===== src/kcl_pkg.sv =====
// Shared constants for the knife correction command logic
package kcl_pkg;

  // Clock and time base
  localparam int unsigned CLK_FREQ_HZ  = 10_000_000;
  localparam int unsigned TICK_TIME_US = 1000;
  localparam int unsigned TICK_CYCLES  =
    CLK_FREQ_HZ / 1_000_000 * TICK_TIME_US;

  // Encoder
  localparam int unsigned COUNTS_PER_REV = 1000;
  localparam int unsigned ANGLE_W        = 10;

  // Distance in tenths of an inch, at most 15999
  localparam int unsigned DIST_W         = 14;
  localparam logic [3:0]  BCD_MAX_DIGIT  = 4'h9;

  // Register byte offsets
  localparam logic [4:0] OFS_CTRL   = 5'h00;
  localparam logic [4:0] OFS_CORR   = 5'h04;
  localparam logic [4:0] OFS_SCALE  = 5'h08;
  localparam logic [4:0] OFS_STATUS = 5'h0c;
  localparam logic [4:0] OFS_DIST   = 5'h10;

  // Field positions
  localparam int unsigned CTRL_AUTO_BIT  = 0;
  localparam int unsigned ST_BUSY_BIT    = 10;
  localparam int unsigned ST_INSYNC_BIT  = 11;
  localparam int unsigned ST_ADV_BIT     = 12;
  localparam int unsigned ST_RET_BIT     = 13;
  localparam int unsigned ST_DERR_BIT    = 14;
  localparam int unsigned ST_MAN_BIT     = 15;
  localparam int unsigned ST_REV_LSB     = 16;
  localparam int unsigned DIST_POS_LSB   = 16;
  localparam int unsigned SCALE_FRAC     = 8;

  // Values after reset
  localparam logic        RST_AUTO  = 1'b1;
  localparam logic [15:0] RST_CORR  = 16'h0064;
  localparam logic [15:0] RST_SCALE = 16'h0000;

  // Command state
  typedef enum logic [0:0] {
    KCL_IDLE,
    KCL_RUN
  } kcl_cmd_e;

endpackage


===== src/kcl_top.sv =====
// Knife correction command logic with Avalon-MM register slave
//
// Register access over Avalon-MM and the register addresses are this design's own decisions.
`timescale 1ns/1ps
`default_nettype none
module kcl_top #(
  parameter int unsigned MS_CYCLES = kcl_pkg::TICK_CYCLES
) (
  // Clock and reset
  input  wire logic        core_clk,
  input  wire logic        rst,
  // Avalon-MM slave
  input  wire logic [4:0]  avs_address,
  input  wire logic        avs_read,
  input  wire logic        avs_write,
  input  wire logic [31:0] avs_writedata,
  output logic      [31:0] avs_readdata,
  output logic             avs_waitrequest,
  // Encoder channels
  input  wire logic        enc_marker,
  input  wire logic        enc_count,
  // Distance switch banks, bit i is switch i+1, ON is 1
  input  wire logic [7:0]  upper_digit_switch_bank,
  input  wire logic [7:0]  lower_digit_switch_bank,
  // Decision pulses from the comparison stage
  input  wire logic        dec_advance,
  input  wire logic        dec_retard,
  input  wire logic        dec_insync,
  // Push buttons, high while pressed
  input  wire logic        btn_advance,
  input  wire logic        btn_retard,
  // Motor drive stage
  output logic             motor_on,
  output logic             motor_reverse,
  output logic             motor_full_speed,
  output logic             ind_insync,
  output logic             ind_advance,
  output logic             ind_retard,
  output logic             cutline_pulse
);

  // The tick counter is 24 bits wide
  if (MS_CYCLES < 1 || MS_CYCLES > 32'd16777216) begin : g_bad_ms
    $error("kcl_top: MS_CYCLES out of range");
  end

  localparam logic [kcl_pkg::ANGLE_W-1:0] ANGLE_LAST =
    kcl_pkg::ANGLE_W'(kcl_pkg::COUNTS_PER_REV - 1);
  localparam logic [21:0] REV_MOD = 22'(kcl_pkg::COUNTS_PER_REV);
  localparam logic [23:0] TICK_LAST = 24'(MS_CYCLES - 1);

  function automatic logic [kcl_pkg::DIST_W-1:0] bcd_to_tenths(
    input logic [3:0] d3, input logic [3:0] d2,
    input logic [3:0] d1, input logic [3:0] d0);
    bcd_to_tenths = kcl_pkg::DIST_W'(d3 * 1000 + d2 * 100 + d1 * 10 + d0);
  endfunction

  ////////////////////////////////////////////////////////////////////////////
  // Encoder front end

  logic [1:0] enc_rise;

  kcl_edge_sync #(.WIDTH(2)) u_enc_sync (
    .core_clk  (core_clk),
    .rst       (rst),
    .raw_in    ({enc_marker, enc_count}),
    .level_out (),
    .rise_out  (enc_rise)
  );

  wire marker_rise = enc_rise[1];
  wire count_rise  = enc_rise[0];

  logic [kcl_pkg::ANGLE_W-1:0] angle_q;
  logic [15:0]                 rev_q;

  // Marker wins over a coincident count: it is angle zero, mid-shear
  always_ff @(posedge core_clk) begin
    if (rst) begin
      angle_q <= '0;
      rev_q   <= '0;
    end else if (marker_rise) begin
      angle_q <= '0;
      rev_q   <= rev_q + 16'h0001;
    end else if (count_rise && angle_q != ANGLE_LAST) begin
      angle_q <= angle_q + 1'b1;
    end
  end

  ////////////////////////////////////////////////////////////////////////////
  // Distance decode and predicted cut-line

  wire [3:0] dig_hund  = upper_digit_switch_bank[7:4];
  wire [3:0] dig_thou  = upper_digit_switch_bank[3:0];
  wire [3:0] dig_units = lower_digit_switch_bank[7:4];
  wire [3:0] dig_tenth = lower_digit_switch_bank[3:0];

  // Upper bank digit order: switches 5-8 are most significant
  wire [kcl_pkg::DIST_W-1:0] dist_tenths =
    bcd_to_tenths(dig_hund, dig_thou, dig_units, dig_tenth);
  // Top nibble holds 0-15 hundreds so that 1599.9 fits; it is never bad
  wire dist_err = (dig_thou > kcl_pkg::BCD_MAX_DIGIT) ||
                  (dig_units > kcl_pkg::BCD_MAX_DIGIT) ||
                  (dig_tenth > kcl_pkg::BCD_MAX_DIGIT);

  logic [15:0] scale_q;
  wire  [29:0] dist_prod = 30'(dist_tenths * scale_q);
  wire  [21:0] dist_cnt  = dist_prod[29:kcl_pkg::SCALE_FRAC];

  // Sequential modulo keeps the divider off the critical path
  logic [21:0]                 mod_src_q;
  logic [21:0]                 mod_rem_q;
  logic [3:0]                  mod_k_q;
  logic [kcl_pkg::ANGLE_W-1:0] cut_pos_q;
  wire  [21:0]                 mod_step = REV_MOD << mod_k_q;

  always_ff @(posedge core_clk) begin
    if (rst) begin
      mod_src_q <= '0;
      mod_rem_q <= '0;
      mod_k_q   <= 4'hc;
      cut_pos_q <= '0;
    end else if (dist_cnt != mod_src_q) begin
      mod_src_q <= dist_cnt;
      mod_rem_q <= dist_cnt;
      mod_k_q   <= 4'hc;
    end else begin
      if (mod_rem_q >= mod_step) begin
        mod_rem_q <= mod_rem_q - mod_step;
      end
      if (mod_k_q != 4'h0) begin
        mod_k_q <= mod_k_q - 4'h1;
      end else if (mod_rem_q < REV_MOD) begin
        cut_pos_q <= mod_rem_q[kcl_pkg::ANGLE_W-1:0];
      end
    end
  end

  logic cutline_q;

  always_ff @(posedge core_clk) begin
    if (rst) begin
      cutline_q <= 1'b0;
    end else begin
      cutline_q <= (marker_rise || count_rise) &&
                   ((marker_rise ? '0 : angle_q + 1'b1) == cut_pos_q);
    end
  end

  ////////////////////////////////////////////////////////////////////////////
  // Command stage

  logic        auto_q;
  logic [15:0] corr_q;
  logic [23:0] tick_cnt_q;
  logic [15:0] ms_left_q;
  logic        run_rev_q;
  logic        ind_ins_q;
  logic        ind_adv_q;
  logic        ind_ret_q;
  logic        mot_on_q;
  logic        mot_rev_q;
  logic        mot_full_q;
  kcl_pkg::kcl_cmd_e state_q;

  wire man_adv  = btn_advance && !btn_retard;
  wire man_ret  = btn_retard && !btn_advance;
  wire manual   = man_adv || man_ret;
  wire tick     = (tick_cnt_q == TICK_LAST);
  wire any_dec  = dec_advance || dec_retard || dec_insync;
  wire take_dec = auto_q && !manual && state_q == kcl_pkg::KCL_IDLE && any_dec;

  always_ff @(posedge core_clk) begin
    if (rst || state_q == kcl_pkg::KCL_IDLE || tick) begin
      tick_cnt_q <= '0;
    end else begin
      tick_cnt_q <= tick_cnt_q + 24'h000001;
    end
  end

  // Advance beats retard beats in-sync when pulses coincide
  always_ff @(posedge core_clk) begin
    if (rst) begin
      state_q   <= kcl_pkg::KCL_IDLE;
      ms_left_q <= '0;
      run_rev_q <= 1'b0;
      ind_ins_q <= 1'b0;
      ind_adv_q <= 1'b0;
      ind_ret_q <= 1'b0;
    end else if (manual) begin
      state_q   <= kcl_pkg::KCL_IDLE;
      ind_ins_q <= 1'b0;
      ind_adv_q <= man_adv;
      ind_ret_q <= man_ret;
    end else begin
      case (state_q)
        kcl_pkg::KCL_IDLE: begin
          if (take_dec) begin
            ind_adv_q <= dec_advance;
            ind_ret_q <= dec_retard && !dec_advance;
            ind_ins_q <= dec_insync && !dec_advance && !dec_retard;
            run_rev_q <= dec_retard && !dec_advance;
            ms_left_q <= corr_q;
            if ((dec_advance || dec_retard) && corr_q != 16'h0000) begin
              state_q <= kcl_pkg::KCL_RUN;
            end
          end
        end
        kcl_pkg::KCL_RUN: begin
          // Decisions arriving here are dropped, not queued
          if (tick) begin
            ms_left_q <= ms_left_q - 16'h0001;
            if (ms_left_q == 16'h0001) begin
              state_q <= kcl_pkg::KCL_IDLE;
            end
          end
        end
        default: state_q <= kcl_pkg::KCL_IDLE;
      endcase
    end
  end

  always_ff @(posedge core_clk) begin
    if (rst) begin
      mot_on_q   <= 1'b0;
      mot_rev_q  <= 1'b0;
      mot_full_q <= 1'b0;
    end else if (manual) begin
      mot_on_q   <= 1'b1;
      mot_rev_q  <= man_ret;
      mot_full_q <= 1'b1;
    end else begin
      mot_on_q   <= (state_q == kcl_pkg::KCL_RUN);
      mot_rev_q  <= run_rev_q;
      mot_full_q <= 1'b0;
    end
  end

  assign motor_on         = mot_on_q;
  assign motor_reverse    = mot_rev_q;
  assign motor_full_speed = mot_full_q;
  assign ind_insync       = ind_ins_q;
  assign ind_advance      = ind_adv_q;
  assign ind_retard       = ind_ret_q;
  assign cutline_pulse    = cutline_q;

  ////////////////////////////////////////////////////////////////////////////
  // Register slave, one wait state per access

  logic        wait_q;
  logic [31:0] rdata_q;

  wire req    = avs_read || avs_write;
  wire accept = req && !wait_q;
  wire wr     = avs_write && accept;
  wire sel_ctrl  = (avs_address == kcl_pkg::OFS_CTRL);
  wire sel_corr  = (avs_address == kcl_pkg::OFS_CORR);
  wire sel_scale = (avs_address == kcl_pkg::OFS_SCALE);
  wire sel_stat  = (avs_address == kcl_pkg::OFS_STATUS);
  wire sel_dist  = (avs_address == kcl_pkg::OFS_DIST);

  logic [31:0] status_w;
  logic [31:0] dist_w;
  logic [31:0] rmux;

  always_comb begin
    status_w = '0;
    status_w[kcl_pkg::ANGLE_W-1:0]   = angle_q;
    status_w[kcl_pkg::ST_BUSY_BIT]   = (state_q == kcl_pkg::KCL_RUN);
    status_w[kcl_pkg::ST_INSYNC_BIT] = ind_ins_q;
    status_w[kcl_pkg::ST_ADV_BIT]    = ind_adv_q;
    status_w[kcl_pkg::ST_RET_BIT]    = ind_ret_q;
    status_w[kcl_pkg::ST_DERR_BIT]   = dist_err;
    status_w[kcl_pkg::ST_MAN_BIT]    = manual;
    status_w[kcl_pkg::ST_REV_LSB +: 16] = rev_q;
    dist_w = '0;
    dist_w[kcl_pkg::DIST_W-1:0] = dist_tenths;
    dist_w[kcl_pkg::DIST_POS_LSB +: kcl_pkg::ANGLE_W] = cut_pos_q;
    if (sel_ctrl) begin
      rmux = {31'h0, auto_q};
    end else if (sel_corr) begin
      rmux = {16'h0, corr_q};
    end else if (sel_scale) begin
      rmux = {16'h0, scale_q};
    end else if (sel_stat) begin
      rmux = status_w;
    end else if (sel_dist) begin
      rmux = dist_w;
    end else begin
      rmux = '0;
    end
  end

  always_ff @(posedge core_clk) begin
    if (rst) begin
      wait_q  <= 1'b1;
      rdata_q <= '0;
    end else begin
      wait_q  <= !(req && wait_q);
      if (req && wait_q) begin
        rdata_q <= avs_read ? rmux : 32'h00000000;
      end
    end
  end

  always_ff @(posedge core_clk) begin
    if (rst) begin
      auto_q  <= kcl_pkg::RST_AUTO;
      corr_q  <= kcl_pkg::RST_CORR;
      scale_q <= kcl_pkg::RST_SCALE;
    end else if (wr) begin
      if (sel_ctrl) begin
        auto_q <= avs_writedata[kcl_pkg::CTRL_AUTO_BIT];
      end
      if (sel_corr) begin
        corr_q <= avs_writedata[15:0];
      end
      if (sel_scale) begin
        scale_q <= avs_writedata[15:0];
      end
    end
  end

  assign avs_readdata    = rdata_q;
  assign avs_waitrequest = wait_q;

endmodule
`default_nettype wire


===== src/kcl_edge_sync.sv =====
// Two-stage synchroniser with rising-edge pulse per bit
`timescale 1ns/1ps
`default_nettype none
module kcl_edge_sync #(
  parameter int unsigned WIDTH = 2
) (
  // Clock and reset
  input  wire logic             core_clk,
  input  wire logic             rst,
  // Raw and conditioned signals
  input  wire logic [WIDTH-1:0] raw_in,
  output logic      [WIDTH-1:0] level_out,
  output logic      [WIDTH-1:0] rise_out
);

  logic [WIDTH-1:0] meta_q;
  logic [WIDTH-1:0] sync_q;
  logic [WIDTH-1:0] prev_q;

  if (WIDTH < 1) begin : g_bad_width
    $error("kcl_edge_sync: WIDTH must be at least 1");
  end

  // A narrow marker survives as long as it spans one clock edge
  always_ff @(posedge core_clk) begin
    if (rst) begin
      meta_q <= '0;
      sync_q <= '0;
      prev_q <= '0;
    end else begin
      meta_q <= raw_in;
      sync_q <= meta_q;
      prev_q <= sync_q;
    end
  end

  assign level_out = sync_q;
  assign rise_out  = sync_q & ~prev_q;

endmodule
`default_nettype wire


===== config.mk =====
export PLATFORM = sky130hd
export DESIGN_NAME = kcl_top
export DESIGN_NICKNAME = d
export VERILOG_FILES = /design/src/kcl_pkg.sv /design/src/kcl_top.sv /design/src/kcl_edge_sync.sv
export SDC_FILE = /design/constraint.sdc
export NUM_CORES = 1
export LEC_CHECK = 0
export CAP_MARGIN = 10
export CELL_PAD_IN_SITES_DETAIL_PLACEMENT = 0
export CELL_PAD_IN_SITES_GLOBAL_PLACEMENT = 1
export CORE_MARGIN = 2
export CORE_UTILIZATION = 29
export DETAILED_ROUTE_END_ITERATION = 8
export DONT_BUFFER_PORTS = 1
export HOLD_SLACK_MARGIN = 0.02
export PLACE_DENSITY_LB_ADDON = 0.1
export SLEW_MARGIN = 20
export SYNTH_ARGS = -nofsm -noshare
export SYNTH_HDL_FRONTEND = slang
export SYNTH_HIERARCHICAL = 1
export SYNTH_SLANG_ARGS = --single-unit
export TNS_END_PERCENT = 100

===== constraint.sdc =====
create_clock -name core_clk -period 12.35 [get_ports core_clk]
set_input_delay 1.235 -clock core_clk [delete_from_list [all_inputs] [get_ports core_clk]]
set_output_delay 1.235 -clock core_clk [all_outputs]
set_load 0.02 [all_outputs]

==> results of run 1 <==
worst max path at each step:
stage                    to
2_1_floorplan  cut_pos_q[0]
3_3_place_gp   mod_rem_q[4]
3_5_place_dp   mod_rem_q[6]
4_1_cts        mod_rem_q[6]
5_1_grt        mod_rem_q[8]
6_report       mod_rem_q[6]
layout by cell type (no fill, tap or decap), types with 34 or more instances in the layout:
| cell | synthesis | routed |
|---|---|---|
| a21oi_1 | 129 | 129 |
| and2_1 | 113 | 113 |
| buf_4 | 5 | 38 |
| dfxtp_1 | 205 | 205 |
| fa_1 | 181 | 181 |
| ha_1 | 178 | 178 |
| inv_1 | 258 | 258 |
| nand2_1 | 301 | 301 |
| nand3_1 | 37 | 37 |
| nand4_1 | 34 | 34 |
| nor2_1 | 168 | 167 |
| o21ai_0 | 81 | 80 |
| xnor2_1 | 63 | 61 |
| xor2_1 | 63 | 63 |
per-stage QoR:
step,power [uW],util [%],area [um2],hold slack (ns)
floorplan,1479,-,19580,0.4138
global placement,1981,30.59,20510,0.4342
detailed placement,1988,30.59,20510,0.4305
CTS,2773,31.86,21360,0.4437
global route,2908,31.86,21360,0.4599
finish,2736,31.87,21360,0.4408
power by group:
part / switching, uW / internal (uW)
clock: 320 / 450
combinational: 851 / 399
sequential: 33.6 / 682
per-layer routing:
metal  vias to the layer above  wire (um)  track usage, %
met3                        45       1981           1.892
met5                         -          0               0
met1                      7822      29230           24.55
li1                       7660          -               -
met4                         0        732           2.626
met2                       213      28370           28.72
area by class of cell:
type | count | area share (%)
Inverter | 258 | 4.533
Clock inverter | 8 | 0.3924
Tap cell | 873 | 5.113
Clock buffer | 38 | 3.584
Multi-Input combinational cell | 1745 | 65.71
Sequential cell | 205 | 19.21
Antenna cell | 2 | 0.02343
Timing Repair Buffer | 39 | 1.429
registers in the layout (all words and copies together), names as in the netlist, 16 cells and up:
register	count
corr_q	16
tick_cnt_q	24
mod_src_q	22
rev_q	16
scale_q	16
mod_rem_q	22
avs_readdata	32
ms_left_q	16
kinds of logic (layout without fill, tap and decap cells):
group	Yosys count	in the layout
buffers and inverters	380	343
AO/OA/AOI/OAI	417	417
adder cells (fa/ha/maj)	359	359
other	0	2
flip-flops	205	205
AND/OR/NAND/NOR	807	807
XOR/XNOR	129	129
multiplexers	33	33
==> flow_metrics.tcl, run 1 <==
set metrics [dict create \
    wl_um 60320 \
    r2r-start "scale_q[10]" \
    crit_type "input port to flop" \
    via_count 15740 \
    seq_area_um2 4104 \
    num_io_pins 104 \
    syn-num-nets 2753 \
    firstDrtPassIters 5 \
    yosysTopAreaCellShare_pct 20.96 \
    cts_tree "yes" \
    drc 0 \
    drv_slew 0 \
    setup_tns_ns 0 \
    leakagePower_uw 0.009140 \
    vdd.ir_drop.worst_v 0.00008632 \
    io_buffers 0 \
    hold_path_class "flop to flop" \
    cp_top_family "adder cells" \
    period_minus_slack_ns 11.73 \
    synthAdderAreaFrac_pct 29.88 \
    synth_seq_cells 205 \
    post_cts_resized 0 \
    die_w_um 263.8 \
    powerDensity_nw_per_um2 128.1 \
    fillers 7099 \
    nNetsFinal 2698 \
    yosys.area_share.simple_pct 19.85 \
    max_cap_violations 0 \
    synth-compound-area-share_pct 14.04 \
    synth.avg_cell_area_um2 8.403 \
    cts_max_level 1 \
    cp-end-kind "flop" \
    synth_top_family_by_area "adder cells" \
    grt-ovfl-total 0 \
    drive_gt1_share_pct 5.146 \
    layout.cells.non_filler 3168 \
    syn_inst 2330 \
    rows 95 \
    finalHoldViolations 0 \
    synth_most_common_cell "nand2_1" \
    avgViaCountPerCell 4.968 \
    placed_cells 3120 \
    critPathLaunchType "input port" \
    startpoint "upper_digit_switch_bank[5]" \
    r2r_cells 20 \
    design.die.area_um2 69610 \
    yosysUniqueCellTypes 87 \
    core_region_area_um2 67040 \
    cp_max_fo 22 \
    clock_skew_ns 0.02655 \
    reg2reg_slack_ns 4.25 \
    place_worst_setup_slack_ns 0.05757 \
    synth_edf_count 0 \
    clk_latency_ns 0.56 \
    ctsRootBufferMaster "clkbuf_16" \
    cts_sinks 205 \
    ys_seq_area_share_pct 20.96 \
    drtAntennaViolNets 0 \
    numCtsBuffers 26 \
    synth_warnings 6 \
    setup_viol 0 \
    die_h_um 263.8 \
    yosys.area_share.xor_xnor_pct 5.988 \
    min_period_over_period_pct 94.98 \
    synth_area_leaders "dfxtp_1, fa_1, ha_1" \
    slew_headroom_pct 33.69 \
    yosys-top-cells-count "nand2_1, inv_1, dfxtp_1" \
    r2r-end "mod_rem_q[6]" \
    async_flop_share_pct 0 \
    postCtsSetupBuffers 0 \
    grt_max_degree 153 \
    cts_buffer_depth 3 \
    max_stage_delay_ns 0.58 \
    synth.cell_area_um2 19580 \
    cts_hold_buf 0 \
    cp_num_cells 37 \
    holdPathEnd "u_enc_sync/level_out[1]" \
    yosysTopAreaCell "dfxtp_1" \
    multiInputGateArea_um2 14040 \
    gp_congestion 0.8179 \
    worstHoldStart "u_enc_sync/meta_q[1]" \
    start_util_pct 29.20 \
    drt_iter0_markers 932 \
    antenna_found_initial 3 \
    cpMostUsedCell "fa_1" \
    track_usage_pct 17.28 \
    muxShareOfSynthArea_pct 1.738 \
    path_clk_slew_ns 0.06 \
    place_hpwl_um 46030 \
    grt_pass1_vias 15906 \
    crit_buf_inv 7 \
    outcome "complete, no violations" \
    syn_to_final_growth_pct 9.113 \
    worst_slack_ns 0.6200 \
    routedWlPerCell_um 19.04 \
    grt_pass1_wl_um 95210 \
    cp_data_arrival_time_ns 12.18 \
    yosys_most_used_dff "dfxtp_1" \
    grt_setup_unrepaired "false" \
    cpMaxStageDelayCell "fa_1" \
    worstHoldPathCells 1 \
    worst_pin_slew_ns 0.9926 \
    fmax_ghz 0.08525 \
    worstPathRequired_ns 12.80 \
]
Note: power is estimated with default switching activity, not from simulation.
==> run 2, diff against run 1 <==
- CTS_BUF_LIST: default -> sky130_fd_sc_hd__clkbuf_16
- PLACE_DENSITY: default -> 0.55
- PLACE_DENSITY_LB_ADDON: 0.1 -> default
==> flow_metrics.tcl, run 2 (synthesis gave the netlist of run 1 again) <==
set metrics [dict create \
    outcome "complete, no violations" \
    grt_max_degree 153 \
    grt_pass1_vias 16200 \
    start_util_pct 29.20 \
    cts_buffer_depth 3 \
    grt_setup_unrepaired "false" \
    via_count 15741 \
    max_stage_delay_ns 0.57 \
    pwr-share-clk_pct 27.5 \
    place_hpwl_um 43680 \
    critPathLaunchType "input port" \
    post_cts_resized 0 \
    io_buffers 0 \
    vdd.ir_drop.worst_v 0.00009303 \
    cpMaxStageDelayCell "fa_1" \
    cpMostUsedCell "fa_1" \
    drt_iter0_markers 870 \
    finalHoldViolations 0 \
    cts_hold_buf 0 \
    most-common-layout-cells "nand2_1, inv_1, dfxtp_1" \
    min_period_over_period_pct 93.25 \
    antenna_found_initial 2 \
    drv_slew 0 \
    leakagePower_uw 0.009078 \
    fmax_ghz 0.08683 \
    place_area_um2 20440 \
    max_cap_violations 0 \
    track_usage_pct 16.39 \
    intPower_uw 1460 \
    placed_cells 3113 \
    cp_max_fo 22 \
    syn_to_final_growth_pct 8.557 \
    nNetsFinal 2691 \
    cts_sinks 205 \
    drtAntennaViolNets 0 \
    numCtsBuffers 26 \
    cp_data_arrival_time_ns 11.97 \
    hold_path_class "flop to flop" \
    grt_pass1_wl_um 91810 \
    postCtsSetupBuffers 0 \
    die_w_um 263.8 \
    setup_tns_ns 0 \
    firstDrtPassIters 5 \
    final_common_cell "nand2_1" \
    drc 0 \
    period_minus_slack_ns 11.52 \
    core_region_area_um2 67040 \
    design_area_um2 21250 \
    wl_um 56510 \
    routedWlPerCell_um 17.87 \
    cp-end-kind "flop" \
    seq_power_share_pct 27.3 \
    whs_ns 0.4376 \
    cts_tree "yes" \
    switching_share_pct 44.27 \
    path_clk_slew_ns 0.06 \
    crit_type "input port to flop" \
    slew_headroom_pct 30.02 \
    ctsRootBufferMaster "clkbuf_16" \
    worstPathRequired_ns 12.80 \
    largest_reg_flops 32 \
    p_switching_uw 1160 \
    clk_latency_ns 0.56 \
    p_comb_share_pct 45.2 \
    final_util_pct 31.70 \
    design.die.area_um2 69610 \
    layout.cells.non_filler 3162 \
    num_io_pins 104 \
    gp_congestion 0.8408 \
    rows 95 \
    die_h_um 263.8 \
    setup_viol 0 \
    avgViaCountPerCell 4.978 \
    powerDensity_nw_per_um2 123.3 \
    clock_skew_ns 0.01970 \
    grt-ovfl-total 0 \
    worst_pin_slew_ns 1.042 \
    cts_max_level 1 \
    drive_gt1_share_pct 4.677 \
]
==> run 2: through the flow <==
| stage | total power [uW] | worst slack, ns |
|---|---|---|
| finish | 2620 | 0.8335 |
| global route | 2809 | 0.2210 |
| CTS | 2653 | 0.8812 |
| detailed placement | 1922 | 0.3458 |
| global placement | 1928 | 0.3184 |
| floorplan | 1479 | 1.135 |
==> run 2: critical path, delay by kind of cell <==
family / cells / cell delay (ns)
fa+ha+maj: 13 / 6.18
simple gates: 6 / 1.69
compound gates: 9 / 1.61
buf+inv: 7 / 0.59
xor+xnor: 1 / 0.38
mux: 1 / 0.27
==> run 2: area by class of cell <==
type | instances | area [um2]
flip-flops and latches | 205 | 4104
fillers | 7232 | 45790
multi-input cells | 1745 | 14030
well taps | 873 | 1092
clock inverters | 22 | 150.1
clock buffers | 26 | 650.6
repair buffers | 32 | 252.7
inverters | 258 | 968.4
diodes | 1 | 2.502
==> run 2: metal layers <==
metal	share of wire (%)	GRT usage (%)	wire length, um	up-vias
li1	-	-	-	7665
met1	48	23.11	27230	7752
met2	46	26.66	25790	254
met3	4.2	2.116	2379	70
met4	2.0	3.701	1114	0
met5	0	0	0	-
==> run 2: power groups by stage <==
stage | sequential, uW | clock, uW | combinational [uW]
after floorplan | 714 | 0 | 765
after global placement | 731 | 0 | 1200
after detailed placement | 731 | 0 | 1190
after CTS | 716 | 741 | 1200
after global routing | 720 | 772 | 1320
final | 716 | 721 | 1180
==> run 2: path summary, 6_finish.rpt <==
| check | startpoint | end | slack, ns | cells after the start |
|---|---|---|---|---|
| max reg2reg | scale_q[10] | mod_rem_q[13] | 4.48 | 20 |
| max | upper_digit_switch_bank[5] | mod_rem_q[13] | 0.83 | 37 |
| min reg2reg | u_enc_sync/meta_q[1] | u_enc_sync/level_out[1] | 0.44 | 1 |
| min | u_enc_sync/meta_q[1] | u_enc_sync/level_out[1] | 0.44 | 1 |
==> run 3, diff against run 2 <==
- CORE_UTILIZATION: 29 -> 35
- PLACE_DENSITY: 0.55 -> 0.64
==> flow_metrics.tcl, run 3 (synthesis gave the netlist of run 1 again) <==
set metrics [dict create \
    track_usage_pct 18.80 \
    die_w_um 240.5 \
    worstPathRequired_ns 12.78 \
    hold_path_class "flop to flop" \
    cpMaxStageDelayCell "fa_1" \
    critPathLaunchType "input port" \
    syn_to_final_growth_pct 7.483 \
    antenna_found_initial 2 \
    cp_data_arrival_time_ns 12.15 \
    max_stage_delay_ns 0.60 \
    cts_sinks 205 \
    max_cap_violations 0 \
    num_io_pins 104 \
    cts_hold_buf 0 \
    crit_type "input port to flop" \
    place_hpwl_um 41230 \
    post_cts_resized 0 \
    ctsRootBufferMaster "clkbuf_16" \
    gp_congestion 0.8464 \
    worst_pin_slew_ns 1.125 \
    grt-ovfl-total 0 \
    powerDensity_nw_per_um2 124.1 \
    outcome "complete, no violations" \
    grt_util_met3_pct 2.801 \
    period_minus_slack_ns 11.72 \
    wl_um 54130 \
    via_count 15674 \
    gr-usage-met1_pct 25.98 \
    drive_gt1_share_pct 4.126 \
    cts_tree "yes" \
    top_usage_layer "met2" \
    drt_iter0_markers 1068 \
    reg2reg_slack_ns 4.22 \
    grt_setup_unrepaired "false" \
    final_common_cell "nand2_1" \
    largest_reg_flops 32 \
    avgViaCountPerCell 5.178 \
    nNetsFinal 2684 \
    drtAntennaViolNets 0 \
    power_uw 2612 \
    core_region_area_um2 55200 \
    cp_max_fo 22 \
    vdd.ir_drop.worst_v 0.0001133 \
    firstDrtPassIters 6 \
    rows 86 \
    slew_headroom_pct 24.85 \
    cp-end-kind "flop" \
    drv_slew 0 \
    grt_pass1_wl_um 86900 \
    clk_latency_ns 0.54 \
    use_met2_pct 31.41 \
    fillers 5701 \
    fmax_ghz 0.08536 \
    leakagePower_uw 0.009063 \
    design.die.area_um2 57850 \
    grt_pass1_vias 15881 \
    path_clk_slew_ns 0.06 \
    io_buffers 0 \
    start_util_pct 35.47 \
    die_h_um 240.5 \
    cts_buffer_depth 3 \
    cts_max_level 1 \
    grt_max_degree 153 \
    routedWlPerCell_um 17.88 \
    finalHoldViolations 0 \
    setup_viol 0 \
    setup_tns_ns 0 \
    clock_skew_ns 0.01559 \
    numCtsBuffers 25 \
    min_period_over_period_pct 94.86 \
    postCtsSetupBuffers 0 \
    most-common-layout-cells "nand2_1, inv_1, dfxtp_1" \
    cpMostUsedCell "fa_1" \
    drc 0 \
]
[run 3: cell types whose count changed in the layout (fill, tap and decap cells not counted)]
cell        previous run  this run
inv_6                  0         1
clkinv_4               2         0
clkinvlp_4             4         0
clkbuf_16             26        25
nor2_2                 3         1
nor2_1               165       167
buf_4                 31        26
clkinv_8               1         0
buf_12                 1         0
bufinv_16              1         4
inv_1                264       265
clkinv_2               3         2
[run 3: cell type report]
type	count	area, um2	share of cell area (%)
Timing Repair Buffer	26	195.2	0.9275
Inverter	258	968.4	4.602
Clock buffer	25	625.6	2.973
Antenna cell	1	2.502	0.01189
Multi-Input combinational cell	1745	14030	66.66
Sequential cell	205	4104	19.50
Clock inverter	19	183.9	0.8740
Tap cell	748	935.9	4.447
[run 3: through the flow]
step	cells	setup WS [ns]	utilization, %	cell area [um2]	hold WS [ns]
after floorplan	2330	1.135	-	19580	0.4138
after global placement	2982	0.3226	36.64	20220	0.4218
after detailed placement	2982	0.1628	36.64	20220	0.4300
after CTS	3026	0.6873	38.10	21030	0.4435
after global routing	3026	0.1159	38.12	21040	0.4574
final	3027	0.6343	38.12	21040	0.4387
[run 3: final timing paths]
path | startpoint | end | depth (start not counted)
setup reg to reg | scale_q[11] | mod_rem_q[15] | 23
setup / recovery | upper_digit_switch_bank[5] | mod_rem_q[15] | 35
hold / removal | u_enc_sync/meta_q[0] | u_enc_sync/level_out[0] | 1
hold reg to reg | u_enc_sync/meta_q[0] | u_enc_sync/level_out[0] | 1
[run 3: layer usage]
metal	vias up	wire, um
met3	52	2678
met4	2	612
met2	305	25580
met1	7676	25240
met5	-	13
li1	7639	-
[run 3: report_power, final]
part           switching, uW  internal (uW)  leakage, uW
registers               34.2            682      0.00166
logic                    792            361      0.00698
clock network            295            448     0.000422
[run 3: worst max-delay path, delay by kind of cell]
kind | cells | cell delay [ns]
adders and majority gates | 13 | 5.83
and+or+nand+nor | 5 | 1.81
buffers and inverters | 5 | 0.48
muxes | 1 | 0.36
xor gates and xnor gates | 3 | 0.74
AOI/OAI and AO/OA | 8 | 1.66
